### src/odt_consts.svh
// Purpose: Shared constants for the delay time-stamp insertion design.
// Assumes: Byte-wide GMII-style streams, Ethernet or MPLS-TP framing.
// Notes: Definitions only.
`ifndef ODT_CONSTS_SVH
`define ODT_CONSTS_SVH
`define ODT_PRE 8'h55
`define ODT_SFD 8'hd5
`define ODT_ET_CFM 16'h8902
`define ODT_ET_MPLS 16'h8847
`define ODT_OP_1DM 8'h2d
`define ODT_OP_DMR 8'h2e
`define ODT_OP_DMM 8'h2f
`define ODT_TLV_1DM 8'h10
`define ODT_TLV_DM 8'h20
`define ODT_ET_LO 11'h00d
`define ODT_PDU_ETH 11'h00e
`define ODT_LBL_S 11'h010
`define ODT_ACH_GAP 11'h006
`define ODT_OFF_TXF 11'h004
`define ODT_OFF_RXF 11'h00c
`define ODT_OFF_TXB 11'h014
`define ODT_OFF_RXB 11'h01c
`define ODT_STAMP_LEN 11'h008
`define ODT_FCS_LEN 11'h004
`define ODT_MIN_BODY 11'h03c
`define ODT_PRE_LEN 11'h008
`define ODT_IFG 11'h00c
`define ODT_CRC_INIT 32'hffffffff
`define ODT_CRC_POLY 32'hedb88320
`define ODT_DLY_DEF 8
`define ODT_DLY_MIN 5
`define ODT_DLY_MAX 11
`define ODT_MAX_LABELS 4
`define ODT_RX_BUF 64
`endif

### src/odt_pkg.sv
// Purpose: Types and the frame check function shared by both ends.
// Assumes: odt_consts.svh is on the include path.
// Notes: The CRC is the reflected Ethernet CRC-32, one byte per call.
`include "odt_consts.svh"
package odt_pkg;
   typedef logic [7:0] odt_byte_t;
   typedef logic [10:0] odt_idx_t;
   typedef logic [63:0] odt_stamp_t;
   typedef struct packed
   {
      logic en;
      logic body;
      odt_idx_t idx;
      odt_byte_t d;
   } odt_beat_s;
   typedef enum logic [2:0]
   {
      TX_IDLE = 3'b000,
      TX_PRE = 3'b001,
      TX_BODY = 3'b010,
      TX_FCS = 3'b011,
      TX_GAP = 3'b100
   } odt_tx_e;

   // Advances the running frame check value by one byte.
   function automatic logic [31:0] odt_crc_byte(input logic [31:0] c,
                                                input odt_byte_t d);
      logic [31:0] r;
      r = c ^ {24'h000000, d};
      for (int b = 0; b < 8; b++)
      begin
         r = r[0] ? ((r >> 1) ^ `ODT_CRC_POLY) : (r >> 1);
      end
      return r;
   endfunction
endpackage

### src/odt_mac_if.sv
// Purpose: Byte stream link between the MEP host MAC and the stamping end.
// Assumes: Both ends run on one shared clock.
// Notes: tx flows host to device, rx flows device to host.
`timescale 1ns/1ps
interface odt_mac_if;
   logic [7:0] tx_d;
   logic tx_en;
   logic [7:0] rx_d;
   logic rx_dv;
   modport dev (input tx_d, input tx_en, output rx_d, output rx_dv);
   modport host (output tx_d, output tx_en, input rx_d, input rx_dv);
endinterface

### src/odt_timestamp_insert.sv
// Purpose: Stamps delay PDUs of the local MEP in both stream directions.
// Assumes: Preamble and start delimiter precede each frame body.
// Notes: Gaps between frames must exceed the delay line depth.
`timescale 1ns/1ps
`include "odt_consts.svh"

// ----------------------------------------------------------------------
// One stamping direction: classifier, stamp stage, delay line, rewriter.
// ----------------------------------------------------------------------
module odt_path
#(
   parameter bit IS_RX = 1'b0,
   parameter int DLY = `ODT_DLY_DEF,
   parameter int MAX_LABELS = `ODT_MAX_LABELS
)
(
   input wire logic i_clk_sys,
   input wire logic i_rst,
   input wire logic i_ce,
   input wire odt_pkg::odt_byte_t i_d,
   input wire logic i_en,
   input wire odt_pkg::odt_stamp_t i_time,
   input wire odt_pkg::odt_stamp_t i_lat,
   input wire logic [2:0] i_mel,
   input wire logic i_eth_en,
   input wire logic i_mpls_en,
   output odt_pkg::odt_byte_t o_d,
   output logic o_en
);
   import odt_pkg::*;

   localparam odt_idx_t LBL_LAST = 11'(`ODT_LBL_S + 4 * (MAX_LABELS - 1));

   if (DLY < `ODT_DLY_MIN || DLY > `ODT_DLY_MAX || MAX_LABELS < 1)
   begin : g_bad_param
      $error("odt_path: delay depth or label count out of range.");
   end

   logic en_q;
   logic body_q;
   odt_idx_t idx_q;
   odt_idx_t len_q;
   logic len_ok_q;
   odt_stamp_t stamp_q;
   odt_byte_t b1_q;
   odt_byte_t b2_q;
   odt_byte_t b3_q;
   logic mpls_q;
   odt_idx_t pdu_q;
   logic hit_q;
   odt_idx_t woff_q;
   logic [31:0] crc_q;
   odt_beat_s dly_q [DLY];
   odt_beat_s tail;
   odt_idx_t fld;
   odt_byte_t tlv;
   logic op_ok;
   logic pdu_ok;
   logic sof;
   logic in_fcs;
   odt_idx_t rel;
   odt_idx_t frel;
   odt_byte_t out_d;

   assign sof = i_en && !en_q;
   assign tail = dly_q[DLY-1];

   // Tracks the frame body and the index of each body byte.
   always_ff @(posedge i_clk_sys)
   begin
      if (i_rst)
      begin
         en_q <= 1'b0;
         body_q <= 1'b0;
         idx_q <= 11'h000;
      end
      else if (i_ce)
      begin
         en_q <= i_en;
         if (!i_en)
            body_q <= 1'b0;
         else if (!body_q && i_d == `ODT_SFD)
         begin
            body_q <= 1'b1;
            idx_q <= 11'h000;
         end
         else if (body_q)
            idx_q <= idx_q + 11'h001;
      end
   end

   // Captures the corrected time at frame start and the frame length.
   always_ff @(posedge i_clk_sys)
   begin
      if (i_rst)
      begin
         stamp_q <= 64'h0000000000000000;
         len_q <= 11'h000;
         len_ok_q <= 1'b0;
      end
      else if (i_ce)
      begin
         if (sof)
         begin
            stamp_q <= IS_RX ? i_time - i_lat : i_time + i_lat;
            len_ok_q <= 1'b0;
         end
         else if (!i_en && en_q && body_q)
         begin
            len_q <= idx_q;
            len_ok_q <= 1'b1;
         end
      end
   end

   // Picks the stamp field and expected TLV offset from the opcode.
   always_comb
   begin
      fld = IS_RX ? `ODT_OFF_RXF : `ODT_OFF_TXF;
      tlv = `ODT_TLV_DM;
      op_ok = 1'b1;
      case (b2_q)
         `ODT_OP_1DM: tlv = `ODT_TLV_1DM;
         `ODT_OP_DMM: tlv = `ODT_TLV_DM;
         `ODT_OP_DMR: fld = IS_RX ? `ODT_OFF_RXB : `ODT_OFF_TXB;
         default: op_ok = 1'b0;
      endcase
      pdu_ok = op_ok && b3_q[7:5] == i_mel && b3_q[4:0] == 5'h00 &&
               b1_q == 8'h00 && i_d == tlv;
   end

   // Classifies the frame and latches the write offset on a match.
   always_ff @(posedge i_clk_sys)
   begin
      if (i_rst)
      begin
         b1_q <= 8'h00;
         b2_q <= 8'h00;
         b3_q <= 8'h00;
         mpls_q <= 1'b0;
         pdu_q <= 11'h000;
         hit_q <= 1'b0;
         woff_q <= 11'h000;
      end
      else if (i_ce)
      begin
         if (sof)
         begin
            mpls_q <= 1'b0;
            pdu_q <= 11'h000;
            hit_q <= 1'b0;
         end
         else if (i_en && body_q)
         begin
            b1_q <= i_d;
            b2_q <= b1_q;
            b3_q <= b2_q;
            if (idx_q == `ODT_ET_LO && {b1_q, i_d} == `ODT_ET_CFM && i_eth_en)
               pdu_q <= `ODT_PDU_ETH;
            if (idx_q == `ODT_ET_LO && {b1_q, i_d} == `ODT_ET_MPLS &&
                i_mpls_en)
               mpls_q <= 1'b1;
            if (mpls_q && pdu_q == 11'h000 &&
                idx_q >= `ODT_LBL_S + 11'h002 &&
                idx_q <= LBL_LAST + 11'h002 && idx_q[1:0] == 2'b10 &&
                i_d[0])
               pdu_q <= idx_q + `ODT_ACH_GAP;
            if (pdu_q != 11'h000 && idx_q == pdu_q + 11'h003 && pdu_ok)
            begin
               hit_q <= 1'b1;
               woff_q <= pdu_q + fld;
            end
         end
      end
   end

   // Delays every byte so the decision is known at the rewriter.
   always_ff @(posedge i_clk_sys)
   begin
      if (i_rst)
      begin
         for (int k = 0; k < DLY; k++)
            dly_q[k] <= '0;
      end
      else if (i_ce)
      begin
         dly_q[0] <= '{i_en, body_q && i_en, idx_q, i_d};
         for (int k = 1; k < DLY; k++)
            dly_q[k] <= dly_q[k-1];
      end
   end

   // Replaces the stamp bytes, then the frame check bytes, of a hit.
   always_comb
   begin
      out_d = tail.d;
      rel = tail.idx - woff_q;
      frel = tail.idx - (len_q - `ODT_FCS_LEN);
      in_fcs = len_ok_q && tail.idx >= len_q - `ODT_FCS_LEN;
      if (tail.body && hit_q && tail.idx >= woff_q &&
          rel < `ODT_STAMP_LEN && !in_fcs)
         out_d = stamp_q[{3'(3'h7 - rel[2:0]), 3'b000} +: 8];
      else if (tail.body && hit_q && in_fcs)
         out_d = ~crc_q[{frel[1:0], 3'b000} +: 8];
   end

   // Runs the frame check over the bytes as they leave.
   always_ff @(posedge i_clk_sys)
   begin
      if (i_rst)
         crc_q <= `ODT_CRC_INIT;
      else if (i_ce && tail.body && !in_fcs)
         crc_q <= odt_crc_byte(tail.idx == 11'h000 ? `ODT_CRC_INIT : crc_q,
                               out_d);
   end

   // Registers the outgoing stream; gaps and preamble keep their place.
   always_ff @(posedge i_clk_sys)
   begin
      if (i_rst)
      begin
         o_d <= 8'h00;
         o_en <= 1'b0;
      end
      else if (i_ce)
      begin
         o_d <= out_d;
         o_en <= tail.en;
      end
   end
endmodule

// ----------------------------------------------------------------------
// Device end: egress from the MAC to the line, ingress the other way.
// ----------------------------------------------------------------------
module odt_timestamp_insert
#(
   parameter int DLY = `ODT_DLY_DEF,
   parameter int MAX_LABELS = `ODT_MAX_LABELS
)
(
   input wire logic i_clk_sys,
   input wire logic i_rst,
   input wire logic i_ce,
   odt_mac_if.dev mac,
   input wire odt_pkg::odt_byte_t i_line_d,
   input wire logic i_line_en,
   output odt_pkg::odt_byte_t o_line_d,
   output logic o_line_en,
   input wire odt_pkg::odt_stamp_t i_time,
   input wire odt_pkg::odt_stamp_t i_latency,
   input wire logic [2:0] i_mel,
   input wire logic i_eth_en,
   input wire logic i_mpls_en
);
   import odt_pkg::*;

   odt_byte_t line_d_s1_q;
   odt_byte_t line_d_s2_q;
   logic line_en_s1_q;
   logic line_en_s2_q;

   // Brings the line pins into the clock domain.
   always_ff @(posedge i_clk_sys)
   begin
      if (i_rst)
      begin
         line_d_s1_q <= 8'h00;
         line_d_s2_q <= 8'h00;
         line_en_s1_q <= 1'b0;
         line_en_s2_q <= 1'b0;
      end
      else if (i_ce)
      begin
         line_d_s1_q <= i_line_d;
         line_d_s2_q <= line_d_s1_q;
         line_en_s1_q <= i_line_en;
         line_en_s2_q <= line_en_s1_q;
      end
   end

   odt_path #(.IS_RX(1'b0), .DLY(DLY), .MAX_LABELS(MAX_LABELS)) u_egress
   (
      .i_clk_sys(i_clk_sys),
      .i_rst(i_rst),
      .i_ce(i_ce),
      .i_d(mac.tx_d),
      .i_en(mac.tx_en),
      .i_time(i_time),
      .i_lat(i_latency),
      .i_mel(i_mel),
      .i_eth_en(i_eth_en),
      .i_mpls_en(i_mpls_en),
      .o_d(o_line_d),
      .o_en(o_line_en)
   );

   odt_path #(.IS_RX(1'b1), .DLY(DLY), .MAX_LABELS(MAX_LABELS)) u_ingress
   (
      .i_clk_sys(i_clk_sys),
      .i_rst(i_rst),
      .i_ce(i_ce),
      .i_d(line_d_s2_q),
      .i_en(line_en_s2_q),
      .i_time(i_time),
      .i_lat(i_latency),
      .i_mel(i_mel),
      .i_eth_en(i_eth_en),
      .i_mpls_en(i_mpls_en),
      .o_d(mac.rx_d),
      .o_en(mac.rx_dv)
   );
endmodule

### src/flat_wrapper.sv
// flat-port wrapper written by rule: the top's interface ports become plain ports
module odt_timestamp_insert_flat import odt_pkg::*;
#(
   parameter int DLY = `ODT_DLY_DEF,
   parameter int MAX_LABELS = `ODT_MAX_LABELS
)
  (i_clk_sys, i_rst, i_ce, i_line_d, i_line_en, o_line_d, o_line_en, i_time, i_latency, i_mel, i_eth_en, i_mpls_en, mac_tx_d, mac_tx_en, mac_rx_d, mac_rx_dv);
  odt_mac_if mac_i ();
  input wire logic i_clk_sys;
  input wire logic i_rst;
  input wire logic i_ce;
  input wire odt_pkg::odt_byte_t i_line_d;
  input wire logic i_line_en;
  output odt_pkg::odt_byte_t o_line_d;
  output logic o_line_en;
  input wire odt_pkg::odt_stamp_t i_time;
  input wire odt_pkg::odt_stamp_t i_latency;
  input wire logic [2:0] i_mel;
  input wire logic i_eth_en;
  input wire logic i_mpls_en;
  input wire logic [$bits(mac_i.tx_d)-1:0] mac_tx_d;
  input wire logic [$bits(mac_i.tx_en)-1:0] mac_tx_en;
  output wire logic [$bits(mac_i.rx_d)-1:0] mac_rx_d;
  output wire logic [$bits(mac_i.rx_dv)-1:0] mac_rx_dv;
  assign mac_i.tx_d = mac_tx_d;
  assign mac_i.tx_en = mac_tx_en;
  assign mac_rx_d = mac_i.rx_d;
  assign mac_rx_dv = mac_i.rx_dv;
  odt_timestamp_insert #(.DLY(DLY), .MAX_LABELS(MAX_LABELS)) u_core (.i_clk_sys(i_clk_sys), .i_rst(i_rst), .i_ce(i_ce), .mac(mac_i), .i_line_d(i_line_d), .i_line_en(i_line_en), .o_line_d(o_line_d), .o_line_en(o_line_en), .i_time(i_time), .i_latency(i_latency), .i_mel(i_mel), .i_eth_en(i_eth_en), .i_mpls_en(i_mpls_en));
endmodule
### config.mk
export PLATFORM = sky130hd
export DESIGN_NAME = odt_timestamp_insert_flat
export DESIGN_NICKNAME = d
export VERILOG_FILES = /design/src/odt_pkg.sv /design/src/odt_mac_if.sv /design/src/odt_timestamp_insert.sv /design/src/flat_wrapper.sv
export VERILOG_INCLUDE_DIRS = /design/src
export SDC_FILE = /design/constraint.sdc
export NUM_CORES = 2
export LEC_CHECK = 0
export BUFFER_PORTS_ARGS = -buffer_cell sky130_fd_sc_hd__buf_2
export CAP_MARGIN = 20
export CELL_PAD_IN_SITES_DETAIL_PLACEMENT = 1
export CELL_PAD_IN_SITES_GLOBAL_PLACEMENT = 1
export CORE_ASPECT_RATIO = 0.7
export CORE_MARGIN = 3
export CORE_UTILIZATION = 54
export CTS_BUF_LIST = sky130_fd_sc_hd__clkbuf_2
export CTS_CLUSTER_DIAMETER = 200
export DETAILED_ROUTE_END_ITERATION = 8
export GPL_TIMING_DRIVEN = 1
export PLACE_DENSITY_LB_ADDON = 0.1
export SLEW_MARGIN = 15
export SYNTH_ARGS = -nofsm -noshare
export SYNTH_HDL_FRONTEND = slang
export SYNTH_SLANG_ARGS = --single-unit
### constraint.sdc
create_clock -name i_clk_sys -period 18.4 [get_ports i_clk_sys]
set_input_delay 0.92 -clock i_clk_sys [delete_from_list [all_inputs] [get_ports i_clk_sys]]
set_output_delay 0.92 -clock i_clk_sys [all_outputs]
set_load 0.01 [all_outputs]
# Yosys cells after proc, flatten, opt, wreduce, memory -nomap -nowiden
# Memory sizes are Yosys's and may differ from the RTL's.
# Index checks and enable logic that the tools add are counted.
dict set report totals {
  regBits 374
  latch_bits 0
  ramBits 336
  rom_bits 0
  input_bits 154
  out_inout_bits 18
  n_memories 2
}
# memory depth word_bits rd rd_ports_with_merged_regs wr line
set memory_table {}
lappend memory_table {u_core.u_egress.dly_q 8 21 8 0 8 odt_timestamp_insert.sv:53} ;# odt_beat_s dly_q [DLY];
lappend memory_table {u_core.u_ingress.dly_q 8 21 8 0 8 odt_timestamp_insert.sv:53}
dict set report classes {
  addsub 18
  mul 0
  n_div 0
  magnitude_cmp 10
  eq_ne 24
  shift 4
  mux 81
  bitwise_logic 38
  reduce_logical 108
}
# operator count
set op_table {}
lappend op_table {{32-bit 2-to-1 mux} 18}
lappend op_table {{21-bit 2-to-1 mux} 16}
lappend op_table {{13-bit inverter with 14-bit output} 16}
lappend op_table {{11-bit 2-to-1 mux} 12}
lappend op_table {{64-bit by 7-bit variable part select with 8-bit output} 2}
lappend op_table {{64-bit adder} 1}
lappend op_table {{16-bit == test (second input constant)} 4}
lappend op_table {{32-bit by 6-bit variable part select with 8-bit output} 2}
lappend op_table {{64-bit subtractor} 1}
lappend op_table {{32-bit by 8-bit bitwise XOR with 32-bit output} 2}
lappend op_table {{1-bit logical AND} 56}
lappend op_table {{8-bit by 6-bit == test with 1-bit output (second input constant)} 6}
lappend op_table {{11-bit greater-or-equal comparator} 4}
lappend op_table {{11-bit zero test} 4}
lappend op_table {{3-bit AND reduction} 12}
lappend op_table {{8-bit 2-to-1 mux} 4}
lappend op_table {{1-bit 2-to-1 mux} 27}
lappend op_table {{11-bit by 1-bit adder with 11-bit output (second input constant)} 2}
lappend op_table {{11-bit adder} 2}
lappend op_table {{11-bit by 2-bit adder with 11-bit output (second input constant)} 2}
lappend op_table {{11-bit by 3-bit adder with 11-bit output (second input constant)} 2}
lappend op_table {{11-bit == test} 2}
lappend op_table {{11-bit by 4-bit == test with 1-bit output (second input constant)} 2}
lappend op_table {{11-bit by 5-bit greater-or-equal comparator with 1-bit output (second input constant)} 2}
lappend op_table {{other kinds (26)} 82}

# Depth between registers and ports, before layout
dict set report depth {
  depth_word 23
  depth_mapped 19
}

# Hierarchy
# Synthesis repeated with hierarchy kept, for this count alone.
dict set report unflattened {
  hier_cells 4086
  area_unflattened_um2 39663.0
}
# module instances cells_each area_per_inst_um2
set modules_own_cells {}
lappend modules_own_cells {{odt_path at u_core.u_ingress} 1 2099 19836.5}
lappend modules_own_cells {{odt_path at u_core.u_egress} 1 1929 19177.1}
lappend modules_own_cells {odt_timestamp_insert 1 58 649.4}

# Worst setup path after synthesis
# No wires, ideal clock.
dict set report synth_path {
  kind {input to register}
  start {input i_rst}
  end {memory u_core.u_egress.dly_q[0][0] (netlist bit), enable pin}
  t_arrival_ns 8.080
  t_required_ns 17.714
  setup_slack_ns 9.634
  cell_stages 4
  n_path_buf 2
  path_cell_list {clkbuf_1 clkbuf_1 nor2_1 inv_1}
}
# item line
set synth_rtl {}
lappend synth_rtl {{start: declaration} flat_wrapper.sv:10} ;# input wire logic i_rst;
lappend synth_rtl {{end: declaration} odt_timestamp_insert.sv:53}

# Final worst setup path
dict set report layout_path {
  start {register u_core.u_ingress.len_q[4]}
  end {register u_core.u_ingress.crc_q[19]}
}
dict set report layout_between {
  elab_chain_len 20
  word_cells_on_any_way 25
  cone_classes {1 x add/sub; 1 x order compare; 10 x mux; 8 x bitwise; 5 x reduce/logical}
}
# item line
set layout_lines {}
lappend layout_lines {{start: declaration} odt_timestamp_insert.sv:42} ;# odt_idx_t len_q;
lappend layout_lines {{start signal: assignment} odt_timestamp_insert.sv:110} ;# len_q <= idx_q;
lappend layout_lines {{11-bit by 3-bit subtractor with 11-bit output (no source line) *} --}
lappend layout_lines {{11-bit greater-or-equal comparator (no source line) *} --}
lappend layout_lines {{1-bit logical AND (no source line) *} --}
lappend layout_lines {{1-bit logical AND / 1-bit zero test (equally long branches)} {odt_timestamp_insert.sv:203, odt_timestamp_insert.sv:201, odt_timestamp_insert.sv:212}}
lappend layout_lines {{8-bit 2-to-1 mux / 1-bit logical AND (equally long branches)} {odt_timestamp_insert.sv:203, odt_timestamp_insert.sv:200}}
lappend layout_lines {{8-bit 2-to-1 mux} odt_timestamp_insert.sv:200} ;# if (tail.body && hit_q && tail.idx >= woff_q &&
lappend layout_lines {{32-bit by 8-bit bitwise XOR with 32-bit output} odt_pkg.sv:29} ;# r = c ^ {24'h000000, d};
lappend layout_lines {{32-bit 2-to-1 mux (2 in a row)} odt_pkg.sv:32} ;# r = r[0] ? ((r >> 1) ^ `ODT_CRC_POLY) : (r >> 1);
lappend layout_lines {{[... 2 more ...]} --}
lappend layout_lines {{13-bit inverter with 14-bit output (no source line)} --}
lappend layout_lines {{32-bit 2-to-1 mux (2 in a row)} odt_pkg.sv:32}
lappend layout_lines {{13-bit inverter with 14-bit output (no source line)} --}
lappend layout_lines {{32-bit 2-to-1 mux} odt_pkg.sv:32}
lappend layout_lines {{13-bit inverter with 14-bit output (no source line)} --}
lappend layout_lines {{32-bit 2-to-1 mux} odt_pkg.sv:32}
lappend layout_lines {{13-bit inverter with 14-bit output (no source line)} --}
lappend layout_lines {{32-bit 2-to-1 mux} odt_pkg.sv:32}
lappend layout_lines {{end signal: assignment} odt_timestamp_insert.sv:211} ;# crc_q <= `ODT_CRC_INIT;
lappend layout_lines {{end signal: assignment} odt_timestamp_insert.sv:213} ;# crc_q <= odt_crc_byte(tail.idx == 11'h000 ? `ODT_CRC_INIT : crc_q,
lappend layout_lines {{end: declaration} odt_timestamp_insert.sv:52} ;# logic [31:0] crc_q;
# Mark *: on every way between the ends. The rest lies on a longest branch, timed or not.
# A chain may end at the register's enable or synchronous reset.

==> run_results.csv <==
group,metric,value,unit
detailed_routing,drt-initial-drc-count,2606,
sta,min_period,5520,ps
sta,fin_worst_skew,81.3,ps
sta,worstMarginPinSlew,1130,ps
clock_tree,clockBufferDepth,3,
placed_design,dpl_cell_area,0.0408,mm²
power,vdd_ir_drop_max,0.0588,mV
job,cap_violations,0,
setup_path,startpoint_type,"register",
min_path,hp-class,"in -> reg",
floorplan,core,0.0717,mm²
sta,setup-tns-final,0,ps
floorplan,die_y,232,µm
yosys,synth_nets,4473,
floorplan,rows,82,
yosys,synth_area_leaders,"edfxtp_1, dfxtp_1, ha_1",
floorplan,initial_utilization,0.547,
clock_tree,postCtsSetupBuffers,0,
global_route,antenna_found_initial,2,
placed_design,gp_congestion,0.915,
yosys,syn-mean-instance-area,9.52,µm²
setup_path,crit_path_max_fanout,9,
global_route,track_usage,0.302,
clock_tree,cts.sinks,710,
yosys,netlist_instances,4121,
layout,ff_latch_area,0.0176,mm²
layout,syn_to_final_growth,8.69,%
clock_tree,cts_tree,"done",
detailed_routing,postRouteAntennaNets,0,
detailed_routing,vias,31500,
layout,multi_input_area,0.0201,mm²
yosys,yosysWarnings,0,
sta,fin_crit_sh,0.300,
global_route,grt_busiest_layer,"met2",
yosys,yosysTopAreaCell,"edfxtp_1",
detailed_routing,wl_per_cell,21.7,µm
clock_tree,cts-root-buf,"clkbuf_2",
clock_tree,clkLatencyLatePin,1280,ps
layout,final_common_cell,"nor2_1",
sta,hold_viol_final,0,
setup_path,worstPathArrival,6600,ps
sta,relSlewSlack,0.238,
layout,drive_above_1_share,0.130,
global_route,grt_pass1_vias,31900,
detailed_routing,drcViolationCount,0,
global_route,met2_usage,0.448,
power,powerDensity,84.2,mW/mm²
yosys,synth_area,0.0392,mm²
layout,final_cell_area,0.0427,mm²
sta,rsz0062_at_grt,"false",
setup_path,required,19480,ps
detailed_routing,wl,117000,µm
floorplan,io-pin-count,172,
clock_tree,cts_repair_resize_count,0,
global_route,use_met3,0.0816,
global_route,grt.overflow.total,0,
sta,maxSlewViolCount,0,
clock_tree,cts_max_level,4,
layout,mostFrequentLayoutCells,"nor2_1, nand2_1, dfxtp_1, edfxtp_1, a21oi_1",
clock_tree,postCtsHoldBufs,23,
setup_path,worstSetupEndpointType,"register",
power,fin_total_pwr,0.00359,W
clock_tree,cts_buffers,165,
detailed_routing,drt_first_pass_iters,5,
placed_design,place.port_buffers,171,
global_route,grt_start_max_net_pins,162,
floorplan,die_area,0.0760,mm²
layout,instances_no_fill,5387,
placed_design,dp.cells,5057,
yosys,synth_ff_type,"dfxtp_1",
yosys,synth-edff-count,336,
yosys,async_flop_share,0,
global_route,grt_pass1_wl,181000,µm
clock_tree,path_clk_slew,130,ps
floorplan,die_x,328,µm
yosys,yosysSeqAreaShare,0.448,
power,leakage,17.2,nW
placed_design,dp_hpwl,83400,µm
global_route,use_met1,0.439,
detailed_routing,vias_per_cell,5.85,
sta,fmax,181,MHz
yosys,ys_types,87,
status,outcome,"finished, final reports clean",
yosys,yosysTopAreaCellShare,0.257,
layout,nNetsFinal,4638,
sta,finalSetupViolations,0,
layout,n_fill_cell,8300,
yosys,synth-seq-cells,710,
setup_path,worstSetupPathType,"reg -> reg",
## cell usage after synthesis, drive strengths merged (7+ instances only)
master and instances:
nor4 46, nand3 68, dfxtp 374, a221oi 7, xor2 91, a21o 44
nor2b 110, a211oi 85, o21bai 42, o21a 16, o211ai 57, and3 17
nor3 57, o21ai 124, nor2 417, o31ai 25, mux2 17, o2111ai 7
nand2 382, xnor2 253, clkbuf 212, mux2i 48, a21boi 9, nand3b 9
inv 194, a22o 15, or4 10, and2 261, nand2b 24, a31oi 21
buf 22, mux4 48, or3 16, edfxtp 336, nand4b 7, ha 194
a21oi 330, o31a 7, a211o 8, nand4 27
## stage by stage
stage	hold WS [ps]	setup slack, ps	util
detailed placement	446	12650	0.569
floorplan	420	9630	-
global route	29.9	12440	0.595
global placement	438	12920	0.568
finish	150	12880	0.595
CTS	6.11	12580	0.593
## cells by family (layout without fill, tap and decap cells)
| family | count (synthesis) | count (layout) | synth area share |
|---|---|---|---|
| and+or+nand+nor | 1474 | 1474 | 0.183 |
| AOI/OAI and AO/OA | 852 | 852 | 0.138 |
| DFF | 710 | 710 | 0.448 |
| buffers and inverters | 429 | 727 | 0.0413 |
| xor gates and xnor gates | 345 | 345 | 0.0814 |
| adders and majority gates | 198 | 198 | 0.0639 |
| muxes | 113 | 113 | 0.0452 |
| other | 0 | 2 | 0 |
## worst max-delay path, stage by stage (launching register included)
cell and delay (ps):
dfxtp_1 370, or3_1 410, or2_2 310, nor4_1 240, xnor2_1 180, ha_1 270, a21oi_1 200, nand2b_1 90
o221ai_1 370, clkbuf_4 310, nor4b_2 220, buf_4 260, mux2i_1 390, xnor2_2 240, xnor2_1 610, xor2_1 410
xor2_1 220, xnor2_1 150, o211ai_1 100
## report_power, final
part / total [W] / internal, W / switching (W)
sequential: 0.00178 / 0.00173 / 0.0000460
combinational: 0.000739 / 0.000284 / 0.000455
clock: 0.00107 / 0.000398 / 0.000674
total: 0.00359 / 0.00241 / 0.00117
## per-layer routing
layer,part of all wire,wire (µm),up-vias
met5,0.00074,87,-
li1,-,-,14800
met3,0.082,9570,126
met2,0.43,50800,979
met4,0.015,1780,2
met1,0.47,54700,15600
## layout make-up
class	instances	area share
inverter	195	0.0174
antenna	2	0.000117
multi-input combinational	2982	0.471
tap	966	0.0283
timing repair buffer	232	0.0341
clock inverter	60	0.00839
sequential	710	0.412
clock buffer	240	0.0282
## flip-flops by register name (all words and copies together), names as in the netlist, 32 cells and up
name	flops
u_core.u_egress.dly_q	168
u_core.u_ingress.dly_q	168
u_core.u_egress.stamp_q	64
u_core.u_ingress.stamp_q	64
u_core.u_egress.crc_q	32
u_core.u_ingress.crc_q	32
## worst paths after layout
| check | from | endpoint | slack, ps | cells after the start |
|---|---|---|---|---|
| hold reg to reg | u_core.u_ingress.stamp_q[22] | u_core.u_ingress.stamp_q[22] | 460 | 2 |
| setup / recovery | u_core.u_ingress.len_q[4] | u_core.u_ingress.crc_q[19] | 12880 | 18 |
| hold / removal | i_latency[1] | u_core.u_ingress.stamp_q[1] | 150 | 3 |
| setup reg to reg | u_core.u_ingress.len_q[4] | u_core.u_ingress.crc_q[19] | 12880 | 18 |
No activity file was read; power rests on OpenSTA's default activity.
